===== src/design/rrf_pkg.sv =====
// Shared constants and types for the raw framer and power control
`default_nettype none
package rrf_pkg;
	// ----------------------------------------------------------------
	// Register byte addresses
	// ----------------------------------------------------------------
	localparam logic [7:0] A_CTRL   = 8'h00;
	localparam logic [7:0] A_POWER  = 8'h04;
	localparam logic [7:0] A_PRE    = 8'h08;
	localparam logic [7:0] A_PLEN   = 8'h0c;
	localparam logic [7:0] A_DATA   = 8'h10;
	localparam logic [7:0] A_STAT   = 8'h14;
	localparam logic [7:0] A_GAIN   = 8'h18;
	localparam logic [7:0] A_AMPL   = 8'h1c;
	localparam logic [7:0] A_FREQ   = 8'h20;
	localparam logic [7:0] A_PERIOD = 8'h24;
	localparam logic [7:0] A_BRATE  = 8'h28;
	localparam logic [7:0] A_DEV    = 8'h2c;
	// ----------------------------------------------------------------
	// Field codes and reset values
	// ----------------------------------------------------------------
	localparam logic [1:0] FR_RAW  = 2'h0;
	localparam logic [1:0] FR_PRE  = 2'h1;
	localparam logic [1:0] FR_DSSS = 2'h2;
	localparam logic [1:0] MOD_ASK = 2'h0;
	localparam logic [1:0] MOD_FSK = 2'h1;
	localparam logic [1:0] MOD_PSK = 2'h2;
	localparam logic [1:0] MOD_MSK = 2'h3;
	localparam logic [3:0] PW_DOWN = 4'h0;
	localparam logic [3:0] PW_REG  = 4'h4;
	localparam logic [3:0] PW_STBY = 4'h5;
	localparam logic [3:0] PW_SRX  = 4'h8;
	localparam logic [3:0] PW_FRX  = 4'h9;
	localparam logic [3:0] PW_STX  = 4'hc;
	localparam logic [3:0] PW_FTX  = 4'hd;
	localparam logic [3:0] CHIP_LAST = 4'he;
	localparam logic [14:0] PN_SEQ = 15'h09af;
	localparam logic [3:0] LOCK_HI = 4'he;
	localparam logic [3:0] LOCK_LO = 4'h1;
	localparam logic [3:0] KEEP_HI = 4'hb;
	localparam logic [3:0] KEEP_LO = 4'h4;
	localparam logic [3:0] HALF_M  = 4'h8;
	localparam logic [31:0] DSSS_PRE = 32'h000000a7;
	localparam logic [5:0] PLEN_MIN = 6'h04;
	localparam logic [5:0] PLEN_MAX = 6'h20;
	localparam logic [31:0] RST_PRE = 32'haaaaaaab;
	localparam logic [15:0] RST_PERIOD = 16'h0064;
	localparam logic [1:0] RESP_OK  = 2'h0;
	localparam logic [1:0] RESP_ERR = 2'h2;

	typedef enum logic [6:0] {
		PS_DOWN = 7'h01,
		PS_REG  = 7'h02,
		PS_STBY = 7'h04,
		PS_SRX  = 7'h08,
		PS_FRX  = 7'h10,
		PS_STX  = 7'h20,
		PS_FTX  = 7'h40
	} rrf_pwr_type;

	function automatic rrf_pwr_type pwr_decode(input logic [3:0] c);
		case (c)
			PW_REG:  pwr_decode = PS_REG;
			PW_STBY: pwr_decode = PS_STBY;
			PW_SRX:  pwr_decode = PS_SRX;
			PW_FRX:  pwr_decode = PS_FRX;
			PW_STX:  pwr_decode = PS_STX;
			PW_FTX:  pwr_decode = PS_FTX;
			default: pwr_decode = PS_DOWN;
		endcase
	endfunction
endpackage
`default_nettype wire


===== src/design/rrf_deser.sv =====
// Receive bit grouping with optional preamble alignment
`default_nettype none
module rrf_deser (
	input  wire logic        aclk,
	input  wire logic        aresetn,
	input  wire logic        flush,
	input  wire logic        pre_mode,
	input  wire logic        bit_stb,
	input  wire logic        bit_val,
	input  wire logic [31:0] pattern,
	input  wire logic [5:0]  plen,
	output logic             byte_stb,
	output logic [7:0]       byte_val,
	output logic             synced
);
	logic [31:0] sh;
	logic [31:0] nsh;
	logic [31:0] mask;
	logic [2:0]  cnt;

	always_comb begin
		nsh  = {sh[30:0], bit_val};
		mask = 32'hffffffff >> (6'h20 - plen);
	end

	always_ff @(posedge aclk) begin
		if (!aresetn) begin
			sh       <= 32'h00000000;
			cnt      <= 3'h0;
			synced   <= 1'b0;
			byte_stb <= 1'b0;
			byte_val <= 8'h00;
		end else begin
			byte_stb <= 1'b0;
			if (flush) begin
				synced <= 1'b0;
				cnt    <= 3'h0;
			end else if (bit_stb) begin
				sh <= nsh;
				if (pre_mode && !synced) begin
					if (((nsh ^ pattern) & mask) == 32'h00000000) begin
						synced <= 1'b1;
						cnt    <= 3'h0;
					end
				end else begin
					cnt <= cnt + 3'h1;
					if (cnt == 3'h7) begin
						byte_stb <= 1'b1;
						byte_val <= nsh[7:0];
					end
				end
			end
		end
	end
endmodule
`default_nettype wire


===== src/design/rrf_despread.sv =====
// Chip despreader: sliding correlation, then fixed 15-chip symbols
`default_nettype none
module rrf_despread (
	input  wire logic aclk,
	input  wire logic aresetn,
	input  wire logic flush,
	input  wire logic chip_stb,
	input  wire logic chip_val,
	output logic      bit_stb,
	output logic      bit_val
);
	logic [14:0] win;
	logic [14:0] nwin;
	logic [3:0]  cnt;
	logic [3:0]  m;
	logic        locked;

	function automatic logic [3:0] pop15(input logic [14:0] v);
		pop15 = 4'h0;
		for (int i = 0; i < 15; i++) begin
			pop15 = pop15 + {3'h0, v[i]};
		end
	endfunction

	always_comb begin
		nwin = {win[13:0], chip_val};
		m    = 4'hf - pop15(nwin ^ rrf_pkg::PN_SEQ);
	end

	always_ff @(posedge aclk) begin
		if (!aresetn) begin
			win     <= 15'h0000;
			cnt     <= 4'h0;
			locked  <= 1'b0;
			bit_stb <= 1'b0;
			bit_val <= 1'b0;
		end else begin
			bit_stb <= 1'b0;
			if (flush) begin
				locked <= 1'b0;
				cnt    <= 4'h0;
			end else if (chip_stb) begin
				win <= nwin;
				// 15 chips back to one bit
				if (!locked) begin
					if (m >= rrf_pkg::LOCK_HI || m <= rrf_pkg::LOCK_LO) begin
						locked  <= 1'b1;
						cnt     <= 4'h0;
						bit_stb <= 1'b1;
						bit_val <= m <= rrf_pkg::LOCK_LO;
					end
				end else if (cnt == rrf_pkg::CHIP_LAST) begin
					cnt     <= 4'h0;
					bit_stb <= 1'b1;
					bit_val <= m < rrf_pkg::HALF_M;
					locked  <= m >= rrf_pkg::KEEP_HI || m <= rrf_pkg::KEEP_LO;
				end else begin
					cnt <= cnt + 4'h1;
				end
			end
		end
	end
endmodule
`default_nettype wire


===== src/design/rrf_radio_framer.sv =====
// Raw framer, spreader, modulator mapping and power state control
//
// Design decisions made here: the AXI4-Lite interface to the registers and the register offsets.
`default_nettype none
module rrf_radio_framer (
	input  wire logic        aclk,
	input  wire logic        aresetn,
	input  wire logic [7:0]  awaddr,
	input  wire logic        awvalid,
	output logic             awready,
	input  wire logic [31:0] wdata,
	input  wire logic [3:0]  wstrb,
	input  wire logic        wvalid,
	output logic             wready,
	output logic [1:0]       bresp,
	output logic             bvalid,
	input  wire logic        bready,
	input  wire logic [7:0]  araddr,
	input  wire logic        arvalid,
	output logic             arready,
	output logic [31:0]      rdata,
	output logic [1:0]       rresp,
	output logic             rvalid,
	input  wire logic        rready,
	output logic             tx_bit,
	output logic             tx_bit_valid,
	output logic             pa_on,
	output logic             freq_dev_pos,
	output logic             phase_180,
	output logic [15:0]      deviation_word,
	output logic             supply_rail_nominal,
	output logic             xtal_on,
	output logic             synth_on,
	output logic             synth_tx_freq,
	output logic             rx_on,
	output logic             tx_on,
	input  wire logic        rx_bit,
	input  wire logic        rx_bit_valid,
	input  wire logic [7:0]  gain_level_reading,
	input  wire logic [15:0] post_filter_amplitude,
	input  wire logic [15:0] frequency_offset_track
);
	// ----------------------------------------------------------------
	// Declarations
	// ----------------------------------------------------------------
	logic [1:0]  frame_mode;
	logic [1:0]  mod_sel;
	logic [3:0]  power_state_select;
	rrf_pkg::rrf_pwr_type pwr_state;
	rrf_pkg::rrf_pwr_type next_pwr;
	logic [31:0] pre_pat;
	logic [5:0]  pre_len;
	logic [15:0] period;
	logic [15:0] brate;
	logic [15:0] fdev;
	logic [15:0] div_cnt;
	logic [15:0] next_div;
	logic        bit_tick;
	logic [7:0]  wa;
	logic [31:0] wd;
	logic [3:0]  ws;
	logic        do_wr;
	logic [31:0] next_rdata;
	logic [7:0]  tx_hold;
	logic [7:0]  tx_sh;
	logic [3:0]  tx_left;
	logic [3:0]  chip_idx;
	logic        tx_full;
	logic        tx_busy;
	logic        cur_chip;
	logic [7:0]  rx_data;
	logic        rx_valid;
	logic        pop;
	logic        index_ok;
	logic        dsss;
	logic        flush;
	logic        dsp_stb;
	logic        dsp_bit;
	logic        byte_stb;
	logic [7:0]  byte_val;
	logic        synced;

	function automatic logic [31:0] merge(input logic [31:0] old,
		input logic [31:0] d, input logic [3:0] s);
		merge = old;
		for (int i = 0; i < 4; i++) begin
			if (s[i]) begin
				merge[8*i +: 8] = d[8*i +: 8];
			end
		end
	endfunction

	function automatic logic mapped(input logic [7:0] a);
		mapped = a <= rrf_pkg::A_DEV && a[1:0] == 2'h0;
	endfunction

	// ----------------------------------------------------------------
	// Bus slave
	// ----------------------------------------------------------------
	assign do_wr = !awready && !wready && !bvalid;

	always_ff @(posedge aclk) begin
		if (!aresetn) begin
			awready <= 1'b1;
			wready  <= 1'b1;
			bvalid  <= 1'b0;
			bresp   <= rrf_pkg::RESP_OK;
			wa      <= 8'h00;
			wd      <= 32'h00000000;
			ws      <= 4'h0;
		end else begin
			if (awvalid && awready) begin
				awready <= 1'b0;
				wa      <= awaddr;
			end
			if (wvalid && wready) begin
				wready <= 1'b0;
				wd     <= wdata;
				ws     <= wstrb;
			end
			if (do_wr) begin
				bvalid <= 1'b1;
				bresp  <= mapped(wa) ? rrf_pkg::RESP_OK : rrf_pkg::RESP_ERR;
			end
			if (bvalid && bready) begin
				bvalid  <= 1'b0;
				awready <= 1'b1;
				wready  <= 1'b1;
			end
		end
	end

	always_comb begin
		next_rdata = 32'h00000000;
		if (araddr == rrf_pkg::A_CTRL) begin
			next_rdata = {28'h0000000, mod_sel, frame_mode};
		end else if (araddr == rrf_pkg::A_POWER) begin
			next_rdata = {28'h0000000, power_state_select};
		end else if (araddr == rrf_pkg::A_PRE) begin
			next_rdata = pre_pat;
		end else if (araddr == rrf_pkg::A_PLEN) begin
			next_rdata = {26'h0000000, pre_len};
		end else if (araddr == rrf_pkg::A_DATA) begin
			next_rdata = {24'h000000, rx_data};
		end else if (araddr == rrf_pkg::A_STAT) begin
			next_rdata = {17'h00000, pwr_state, 3'h0, index_ok, synced,
				tx_busy, tx_full, rx_valid};
		end else if (araddr == rrf_pkg::A_GAIN) begin
			// gain count, 0.625 dB a step
			next_rdata = {24'h000000, gain_level_reading};
		end else if (araddr == rrf_pkg::A_AMPL) begin
			next_rdata = {16'h0000, post_filter_amplitude};
		end else if (araddr == rrf_pkg::A_FREQ) begin
			next_rdata = {{16{frequency_offset_track[15]}},
				frequency_offset_track};
		end else if (araddr == rrf_pkg::A_PERIOD) begin
			next_rdata = {16'h0000, period};
		end else if (araddr == rrf_pkg::A_BRATE) begin
			next_rdata = {16'h0000, brate};
		end else if (araddr == rrf_pkg::A_DEV) begin
			next_rdata = {16'h0000, fdev};
		end
	end

	assign pop = arvalid && arready && araddr == rrf_pkg::A_DATA;

	always_ff @(posedge aclk) begin
		if (!aresetn) begin
			arready <= 1'b1;
			rvalid  <= 1'b0;
			rdata   <= 32'h00000000;
			rresp   <= rrf_pkg::RESP_OK;
		end else begin
			if (arvalid && arready) begin
				arready <= 1'b0;
				rvalid  <= 1'b1;
				rdata   <= next_rdata;
				rresp   <= mapped(araddr) ? rrf_pkg::RESP_OK
					: rrf_pkg::RESP_ERR;
			end
			if (rvalid && rready) begin
				rvalid  <= 1'b0;
				arready <= 1'b1;
			end
		end
	end

	// ----------------------------------------------------------------
	// Control registers
	// ----------------------------------------------------------------
	always_ff @(posedge aclk) begin
		if (!aresetn) begin
			frame_mode <= rrf_pkg::FR_RAW;
			mod_sel    <= rrf_pkg::MOD_ASK;
			pre_pat    <= rrf_pkg::RST_PRE;
			pre_len    <= rrf_pkg::PLEN_MAX;
			period     <= rrf_pkg::RST_PERIOD;
			brate      <= rrf_pkg::RST_PERIOD;
			fdev       <= 16'h0000;
		end else if (do_wr) begin
			if (wa == rrf_pkg::A_CTRL) begin
				if (ws[0]) begin
					{mod_sel, frame_mode} <= wd[3:0];
				end
			end else if (wa == rrf_pkg::A_PRE) begin
				pre_pat <= merge(pre_pat, wd, ws);
			end else if (wa == rrf_pkg::A_PLEN) begin
				if (ws[0]) begin
					pre_len <= wd[5:0] < rrf_pkg::PLEN_MIN ? rrf_pkg::PLEN_MIN
						: wd[5:0] > rrf_pkg::PLEN_MAX ? rrf_pkg::PLEN_MAX
						: wd[5:0];
				end
			end else if (wa == rrf_pkg::A_PERIOD) begin
				period <= 16'(merge({16'h0000, period}, wd, ws));
			end else if (wa == rrf_pkg::A_BRATE) begin
				brate <= 16'(merge({16'h0000, brate}, wd, ws));
			end else if (wa == rrf_pkg::A_DEV) begin
				fdev <= 16'(merge({16'h0000, fdev}, wd, ws));
			end
		end
	end

	// ----------------------------------------------------------------
	// Power state
	// ----------------------------------------------------------------
	assign next_pwr = rrf_pkg::pwr_decode(wd[3:0]);

	always_ff @(posedge aclk) begin
		if (!aresetn) begin
			power_state_select <= rrf_pkg::PW_DOWN;
			pwr_state          <= rrf_pkg::PS_DOWN;
		end else if (do_wr && wa == rrf_pkg::A_POWER && ws[0]) begin
			power_state_select <= wd[3:0];
			if (!(pwr_state == rrf_pkg::PS_FTX &&
				(next_pwr == rrf_pkg::PS_DOWN || next_pwr == rrf_pkg::PS_REG
				|| next_pwr == rrf_pkg::PS_STBY))) begin
				pwr_state <= next_pwr;
			end
		end
	end

	always_ff @(posedge aclk) begin
		if (!aresetn) begin
			supply_rail_nominal <= 1'b0;
			xtal_on             <= 1'b0;
			synth_on            <= 1'b0;
			synth_tx_freq       <= 1'b0;
			rx_on               <= 1'b0;
			tx_on               <= 1'b0;
		end else begin
			supply_rail_nominal <= pwr_state != rrf_pkg::PS_DOWN;
			xtal_on  <= pwr_state != rrf_pkg::PS_DOWN &&
				pwr_state != rrf_pkg::PS_REG;
			synth_on <= pwr_state == rrf_pkg::PS_SRX ||
				pwr_state == rrf_pkg::PS_FRX || pwr_state == rrf_pkg::PS_STX
				|| pwr_state == rrf_pkg::PS_FTX;
			synth_tx_freq <= pwr_state == rrf_pkg::PS_STX ||
				pwr_state == rrf_pkg::PS_FTX;
			rx_on <= pwr_state == rrf_pkg::PS_FRX;
			tx_on <= pwr_state == rrf_pkg::PS_FTX;
		end
	end

	// ----------------------------------------------------------------
	// Bit rate divider and deviation
	// ----------------------------------------------------------------
	assign next_div = div_cnt + 16'h0001;

	always_ff @(posedge aclk) begin
		if (!aresetn) begin
			div_cnt  <= 16'h0000;
			bit_tick <= 1'b0;
		end else if (next_div >= period) begin
			div_cnt  <= 16'h0000;
			bit_tick <= 1'b1;
		end else begin
			div_cnt  <= next_div;
			bit_tick <= 1'b0;
		end
	end

	always_ff @(posedge aclk) begin
		if (!aresetn) begin
			deviation_word <= 16'h0000;
			index_ok       <= 1'b0;
		end else begin
			deviation_word <= mod_sel == rrf_pkg::MOD_MSK ? brate >> 2 : fdev;
			index_ok <= {4'h0, fdev} < {brate, 4'h0};
		end
	end

	// ----------------------------------------------------------------
	// Transmit path
	// ----------------------------------------------------------------
	assign dsss     = frame_mode == rrf_pkg::FR_DSSS;
	assign cur_chip = dsss ? tx_sh[7] ^
		rrf_pkg::PN_SEQ[4'(rrf_pkg::CHIP_LAST - chip_idx)] : tx_sh[7];

	always_ff @(posedge aclk) begin
		if (!aresetn) begin
			tx_hold      <= 8'h00;
			tx_sh        <= 8'h00;
			tx_left      <= 4'h0;
			chip_idx     <= 4'h0;
			tx_full      <= 1'b0;
			tx_busy      <= 1'b0;
			tx_bit       <= 1'b0;
			tx_bit_valid <= 1'b0;
			pa_on        <= 1'b0;
			freq_dev_pos <= 1'b0;
			phase_180    <= 1'b0;
		end else begin
			tx_bit_valid <= 1'b0;
			if (do_wr && wa == rrf_pkg::A_DATA && ws[0] && !tx_full) begin
				tx_hold <= wd[7:0];
				tx_full <= 1'b1;
			end
			if (!tx_on) begin
				tx_busy  <= 1'b0;
				chip_idx <= 4'h0;
				pa_on    <= 1'b0;
			end else if (bit_tick && tx_busy) begin
				// one bit or chip per tick
				tx_bit       <= cur_chip;
				tx_bit_valid <= 1'b1;
				pa_on <= mod_sel != rrf_pkg::MOD_ASK || cur_chip;
				freq_dev_pos <= cur_chip && (mod_sel == rrf_pkg::MOD_FSK ||
					mod_sel == rrf_pkg::MOD_MSK);
				phase_180 <= cur_chip && mod_sel == rrf_pkg::MOD_PSK;
				if (!dsss || chip_idx == rrf_pkg::CHIP_LAST) begin
					chip_idx <= 4'h0;
					tx_sh    <= {tx_sh[6:0], 1'b0};
					tx_left  <= tx_left - 4'h1;
					if (tx_left == 4'h1) begin
						if (tx_full) begin
							tx_sh   <= tx_hold;
							tx_left <= 4'h8;
							tx_full <= 1'b0;
						end else begin
							tx_busy <= 1'b0;
						end
					end
				end else begin
					chip_idx <= chip_idx + 4'h1;
				end
			end else if (bit_tick && tx_full) begin
				tx_sh   <= tx_hold;
				tx_left <= 4'h8;
				tx_busy <= 1'b1;
				tx_full <= 1'b0;
			end
		end
	end

	// ----------------------------------------------------------------
	// Receive path
	// ----------------------------------------------------------------
	assign flush = !rx_on || (do_wr && wa == rrf_pkg::A_CTRL);

	rrf_despread u_desp (
		.aclk     (aclk),
		.aresetn  (aresetn),
		.flush    (flush),
		.chip_stb (dsss && rx_bit_valid),
		.chip_val (rx_bit),
		.bit_stb  (dsp_stb),
		.bit_val  (dsp_bit)
	);

	rrf_deser u_deser (
		.aclk     (aclk),
		.aresetn  (aresetn),
		.flush    (flush),
		.pre_mode (frame_mode != rrf_pkg::FR_RAW),
		.bit_stb  (dsss ? dsp_stb : rx_bit_valid),
		.bit_val  (dsss ? dsp_bit : rx_bit),
		.pattern  (dsss ? rrf_pkg::DSSS_PRE : pre_pat),
		.plen     (dsss ? rrf_pkg::PLEN_MAX : pre_len),
		.byte_stb (byte_stb),
		.byte_val (byte_val),
		.synced   (synced)
	);

	// A byte arriving in the pop cycle wins, so none is lost
	always_ff @(posedge aclk) begin
		if (!aresetn) begin
			rx_data  <= 8'h00;
			rx_valid <= 1'b0;
		end else if (byte_stb) begin
			rx_data  <= byte_val;
			rx_valid <= 1'b1;
		end else if (pop) begin
			rx_valid <= 1'b0;
		end
	end
endmodule
`default_nettype wire


===== config.mk =====
export PLATFORM = sky130hd
export DESIGN_NAME = rrf_radio_framer
export DESIGN_NICKNAME = d
export VERILOG_FILES = /design/src/design/rrf_pkg.sv /design/src/design/rrf_deser.sv /design/src/design/rrf_despread.sv /design/src/design/rrf_radio_framer.sv
export SDC_FILE = /design/constraint.sdc
export NUM_CORES = 1
export LEC_CHECK = 0
export BUFFER_PORTS_ARGS = -buffer_cell sky130_fd_sc_hd__buf_2
export CAP_MARGIN = 40
export CORE_MARGIN = 2
export CORE_UTILIZATION = 55
export DETAILED_ROUTE_END_ITERATION = 6
export GPL_TIMING_DRIVEN = 0
export PLACE_DENSITY_LB_ADDON = 0.08
export SETUP_SLACK_MARGIN = 0.3
export SYNTH_ARGS = -nofsm -noshare
export SYNTH_HDL_FRONTEND = slang
export SYNTH_SLANG_ARGS = --single-unit

===== constraint.sdc =====
create_clock -name aclk -period 15.8 [get_ports aclk]
set_clock_uncertainty 0.2 [all_clocks]
set_input_delay 1.58 -clock aclk [delete_from_list [all_inputs] [get_ports aclk]]
set_output_delay 1.58 -clock aclk [all_outputs]
set_load 0.02 [all_outputs]

==> impl_metrics.sql <==
INSERT INTO impl_metrics (metric_group, metric, value, unit) VALUES
('timing', 'timing.final.crit_period', '5.285', 'ns'),
('clock_tree', 'h_tree_level_count', '2', ''),
('timing', 'layout_worst_path_cycle_share', '33.45', '%'),
('placement', 'port_buffers', '163', ''),
('timing', 'tns', '0', 'ns'),
('yosys', 'synth-edff-count', '0', ''),
('clock_tree', 'cts_buffer_depth', '3', ''),
('clock_tree', 'clock-sinks', '329', ''),
('worst_setup_path', 'critPathRequiredTime', '16.01', 'ns'),
('detailed_routing', 'drtIter0Drc', '1295', ''),
('min_path', 'worstHoldStart', 'rdata[28]', ''),
('die', 'top_level_ports', '169', ''),
('pwr', 'max-vdd-ir-drop', '0.08153', 'mV'),
('yosys', 'synth-seq-cells', '329', ''),
('worst_setup_path', 'r2r-start', 'u_desp.win[3]', ''),
('detailed_routing', 'detail_route.wirelength', '52.34', 'mm'),
('die', 'initial_utilization', '55.52', '%'),
('timing', 'relSlewSlack', '35.28', '%'),
('final_layout', 'area_delta_synth_final', '16.34', '%'),
('final_layout', 'nFillCells', '2593', ''),
('yosys', 'syn-instance-count', '1983', ''),
('yosys', 'yosysUniqueCellTypes', '76', ''),
('pwr', 'seq_power_share', '46.2', '%'),
('final_layout', 'insertedDiodeCount', '0', ''),
('pwr', 'p_clk_share', '48.1', '%'),
('worst_setup_path', 'cp.arrival', '5.49', 'ns'),
('worst_setup_path', 'category_of_the_worst_setup_path_launch_point', 'flop', ''),
('yosys', 'synth.cell_area', '0.01585', 'mm2'),
('global_route', 'gr-total-overflow', '0', ''),
('final_layout', 'design.final.nets', '2354', ''),
('clock_tree', 'clk_transition_reported_paths', '0.06', 'ns'),
('die', 'coreArea', '0.02855', 'mm2'),
('worst_setup_path', 'crit_fanout', '8', ''),
('yosys', 'synth_top_area_share', '41.56', '%'),
('detailed_routing', 'drt_first_pass_iters', '6', ''),
('final_layout', 'final_common_cell', 'nand2_1', ''),
('clock_tree', 'cts_hold_buffers', '0', ''),
('pwr', 'leakagePower', '7.378', 'nW'),
('worst_setup_path', 'critical_path.endpoint_type', 'flop', ''),
('timing', 'tightestPinTransition', '0.9708', 'ns'),
('die', 'dieHeight', '173.8', 'um'),
('worst_setup_path', 'worst-r2r-cell-count', '20', ''),
('global_route', 'grt_max_degree', '14', ''),
('worst_setup_path', 'worstSetupPathType', 'flop to flop', ''),
('detailed_routing', 'drtAntennaViolNets', '0', ''),
('timing', 'final-hold-violation-count', '0', ''),
('run_status', 'run_status', 'completed', ''),
('timing', 'unrepaired_setup_endpoints_after_global_routing', 'false', ''),
('final_layout', 'most-common-layout-cells', '391 x nand2_1, 329 x dfxtp_1, 238 x a21oi_1, 173 x buf_2, 159 x nor2_1', ''),
('placement', 'post-dp-hpwl', '39.84', 'mm'),
('global_route', 'grt_first_pass_wirelength', '79.85', 'mm'),
('clock_tree', 'ctsRootBufferMaster', 'clkbuf_16', ''),
('yosys', 'synth.yosys.warnings', '0', ''),
('timing', 'fmax', '189.2', 'MHz'),
('clock_tree', 'postCtsSetupBuffers', '0', ''),
('clock_tree', 'clk_latency', '0.53', 'ns'),
('yosys', 'avgSynthCellArea', '7.992', 'um2'),
('timing', 'setup-violations-final', '0', ''),
('timing', 'timing.hold.ws', '0.2529', 'ns'),
('die', 'std_cell_rows', '62', ''),
('detailed_routing', 'dr_total_vias', '15400', ''),
('min_path', 'timing.hold.worst_path_depth', '2', ''),
('yosys', 'ys_seq_area_share', '41.56', '%'),
('worst_setup_path', 'r2r_slack', '10.52', 'ns'),
('global_route', 'grtUsageTotal', '33.68', '%'),
('pwr', 'sw_frac_of_total', '23.14', '%'),
('detailed_routing', 'detail_route.vias_per_cell', '5.926', ''),
('global_route', 'antenna_found_initial', '1', ''),
('final_layout', 'drive_gt1_share', '11.97', '%'),
('pwr', 'power.combinational.fraction', '5.7', '%'),
('yosys', 'synth_top_cells_by_area', 'dfxtp_1 42%, nand2_1 9.3%, a21oi_1 7.5%', '');
==> synthesized netlist by cell type, types with 16 or more instances <==
cell      number
a31oi_1       21
nand3_1      114
mux2i_1       60
a21o_1        16
nor3_1        28
nor2_1       159
a221oi_1      21
ha_1          56
xnor2_1       26
nand2_1      391
dfxtp_1      329
inv_1         88
clkbuf_1      97
o21ai_0       61
nand2b_1      17
a21oi_1      238
xor2_1        19
==> area by class of cell <==
class,instances,area [um2],area share (%)
plain buffers,113,451.7,2.450
clock buffers,54,1100,5.965
clock inverters,9,152.6,0.8278
inverters,89,334.1,1.812
multi-input cells,1453,8481,45.99
flip-flops and latches,329,6586,35.72
well taps,384,480.5,2.606
repair buffers,167,853.3,4.628
==> worst max path at each step <==
stage                                 to  slack (ns)  depth (start not counted)
after floorplan           u_desp.bit_val       10.86                         20
after global placement    u_desp.bit_val       10.56                         20
after detailed placement  u_desp.bit_val       10.51                         20
after CTS                 u_desp.bit_val       10.50                         20
after global routing      u_desp.bit_val       10.17                         20
final                     u_desp.bit_val       10.52                         20
==> through the flow <==
stage               setup slack (ns)  util [%]  std cells  cell area, um2  total power, W
finish                         10.52     64.59       2598           18440        0.001846
global route                   10.17     64.59       2598           18440        0.001896
CTS                            10.50     64.59       2598           18440        0.001851
detailed placement             10.51     60.20       2535           17190       0.0009720
global placement               10.56     60.07       2531           17150       0.0009702
floorplan                      10.86         -       1984           15850       0.0009215
==> metal layers <==
layer	vias up	wire length [um]	GRT usage [%]
met4	0	2708	16.32
met3	169	4270	7.259
li1	7300	-	-
met5	-	0	0
met1	7248	21290	41.87
met2	679	24070	55.58
==> cell families (layout without fill, tap and decap cells) <==
logic type / count (synthesis) / count (layout) / share of synthesized area (%)
other: 1 / 2 / 0.02366
flip-flops: 329 / 329 / 41.56
XOR/XNOR: 45 / 45 / 2.487
buffers and inverters: 202 / 432 / 4.958
AO/OA/AOI/OAI: 461 / 461 / 17.64
AND/OR/NAND/NOR: 813 / 813 / 23.12
multiplexers: 68 / 68 / 4.784
adder cells (fa/ha/maj): 64 / 64 / 5.431
==> critical path: stages (launching register included) <==
cell,delay [ns]
dfxtp_1,0.35
inv_1,0.07
fa_1,0.51
inv_1,0.08
ha_1,0.13
inv_1,0.05
fa_1,0.50
inv_1,0.06
fa_1,0.47
ha_1,0.30
ha_1,0.33
inv_1,0.05
ha_1,0.28
nor2b_1,0.12
o21ai_0,0.13
nand2b_1,0.08
xnor2_1,0.18
or3_1,0.32
a31oi_1,0.59
a31oi_1,0.17
o21a_1,0.21
==> registers in the layout, indices dropped and copies added (netlist names), 3 cells and up <==
signal and count:
u_deser.byte_val 8, u_deser.sh 31, brate 16, u_desp.cnt 4, tx_hold 8, deviation_word 16
rx_data 8, chip_idx 4, u_desp.win 14, div_cnt 16, tx_sh 8, tx_left 4
wa 8, ws 4, u_deser.cnt 3, period 16, rdata 32, pre_pat 32
pwr_state 7, pre_len 6, fdev 16, power_state_select 4, wd 32
==> power by group through the flow <==
stage | registers (W) | clock network, W | logic, W
final | 0.000852 | 0.000889 | 0.000105
after floorplan | 0.000869 | 0 | 0.0000524
after global placement | 0.000870 | 0 | 0.000101
after detailed placement | 0.000870 | 0 | 0.000102
after global routing | 0.000852 | 0.000932 | 0.000112
after CTS | 0.000851 | 0.000896 | 0.000103
Power figures use the tool's default switching activity.
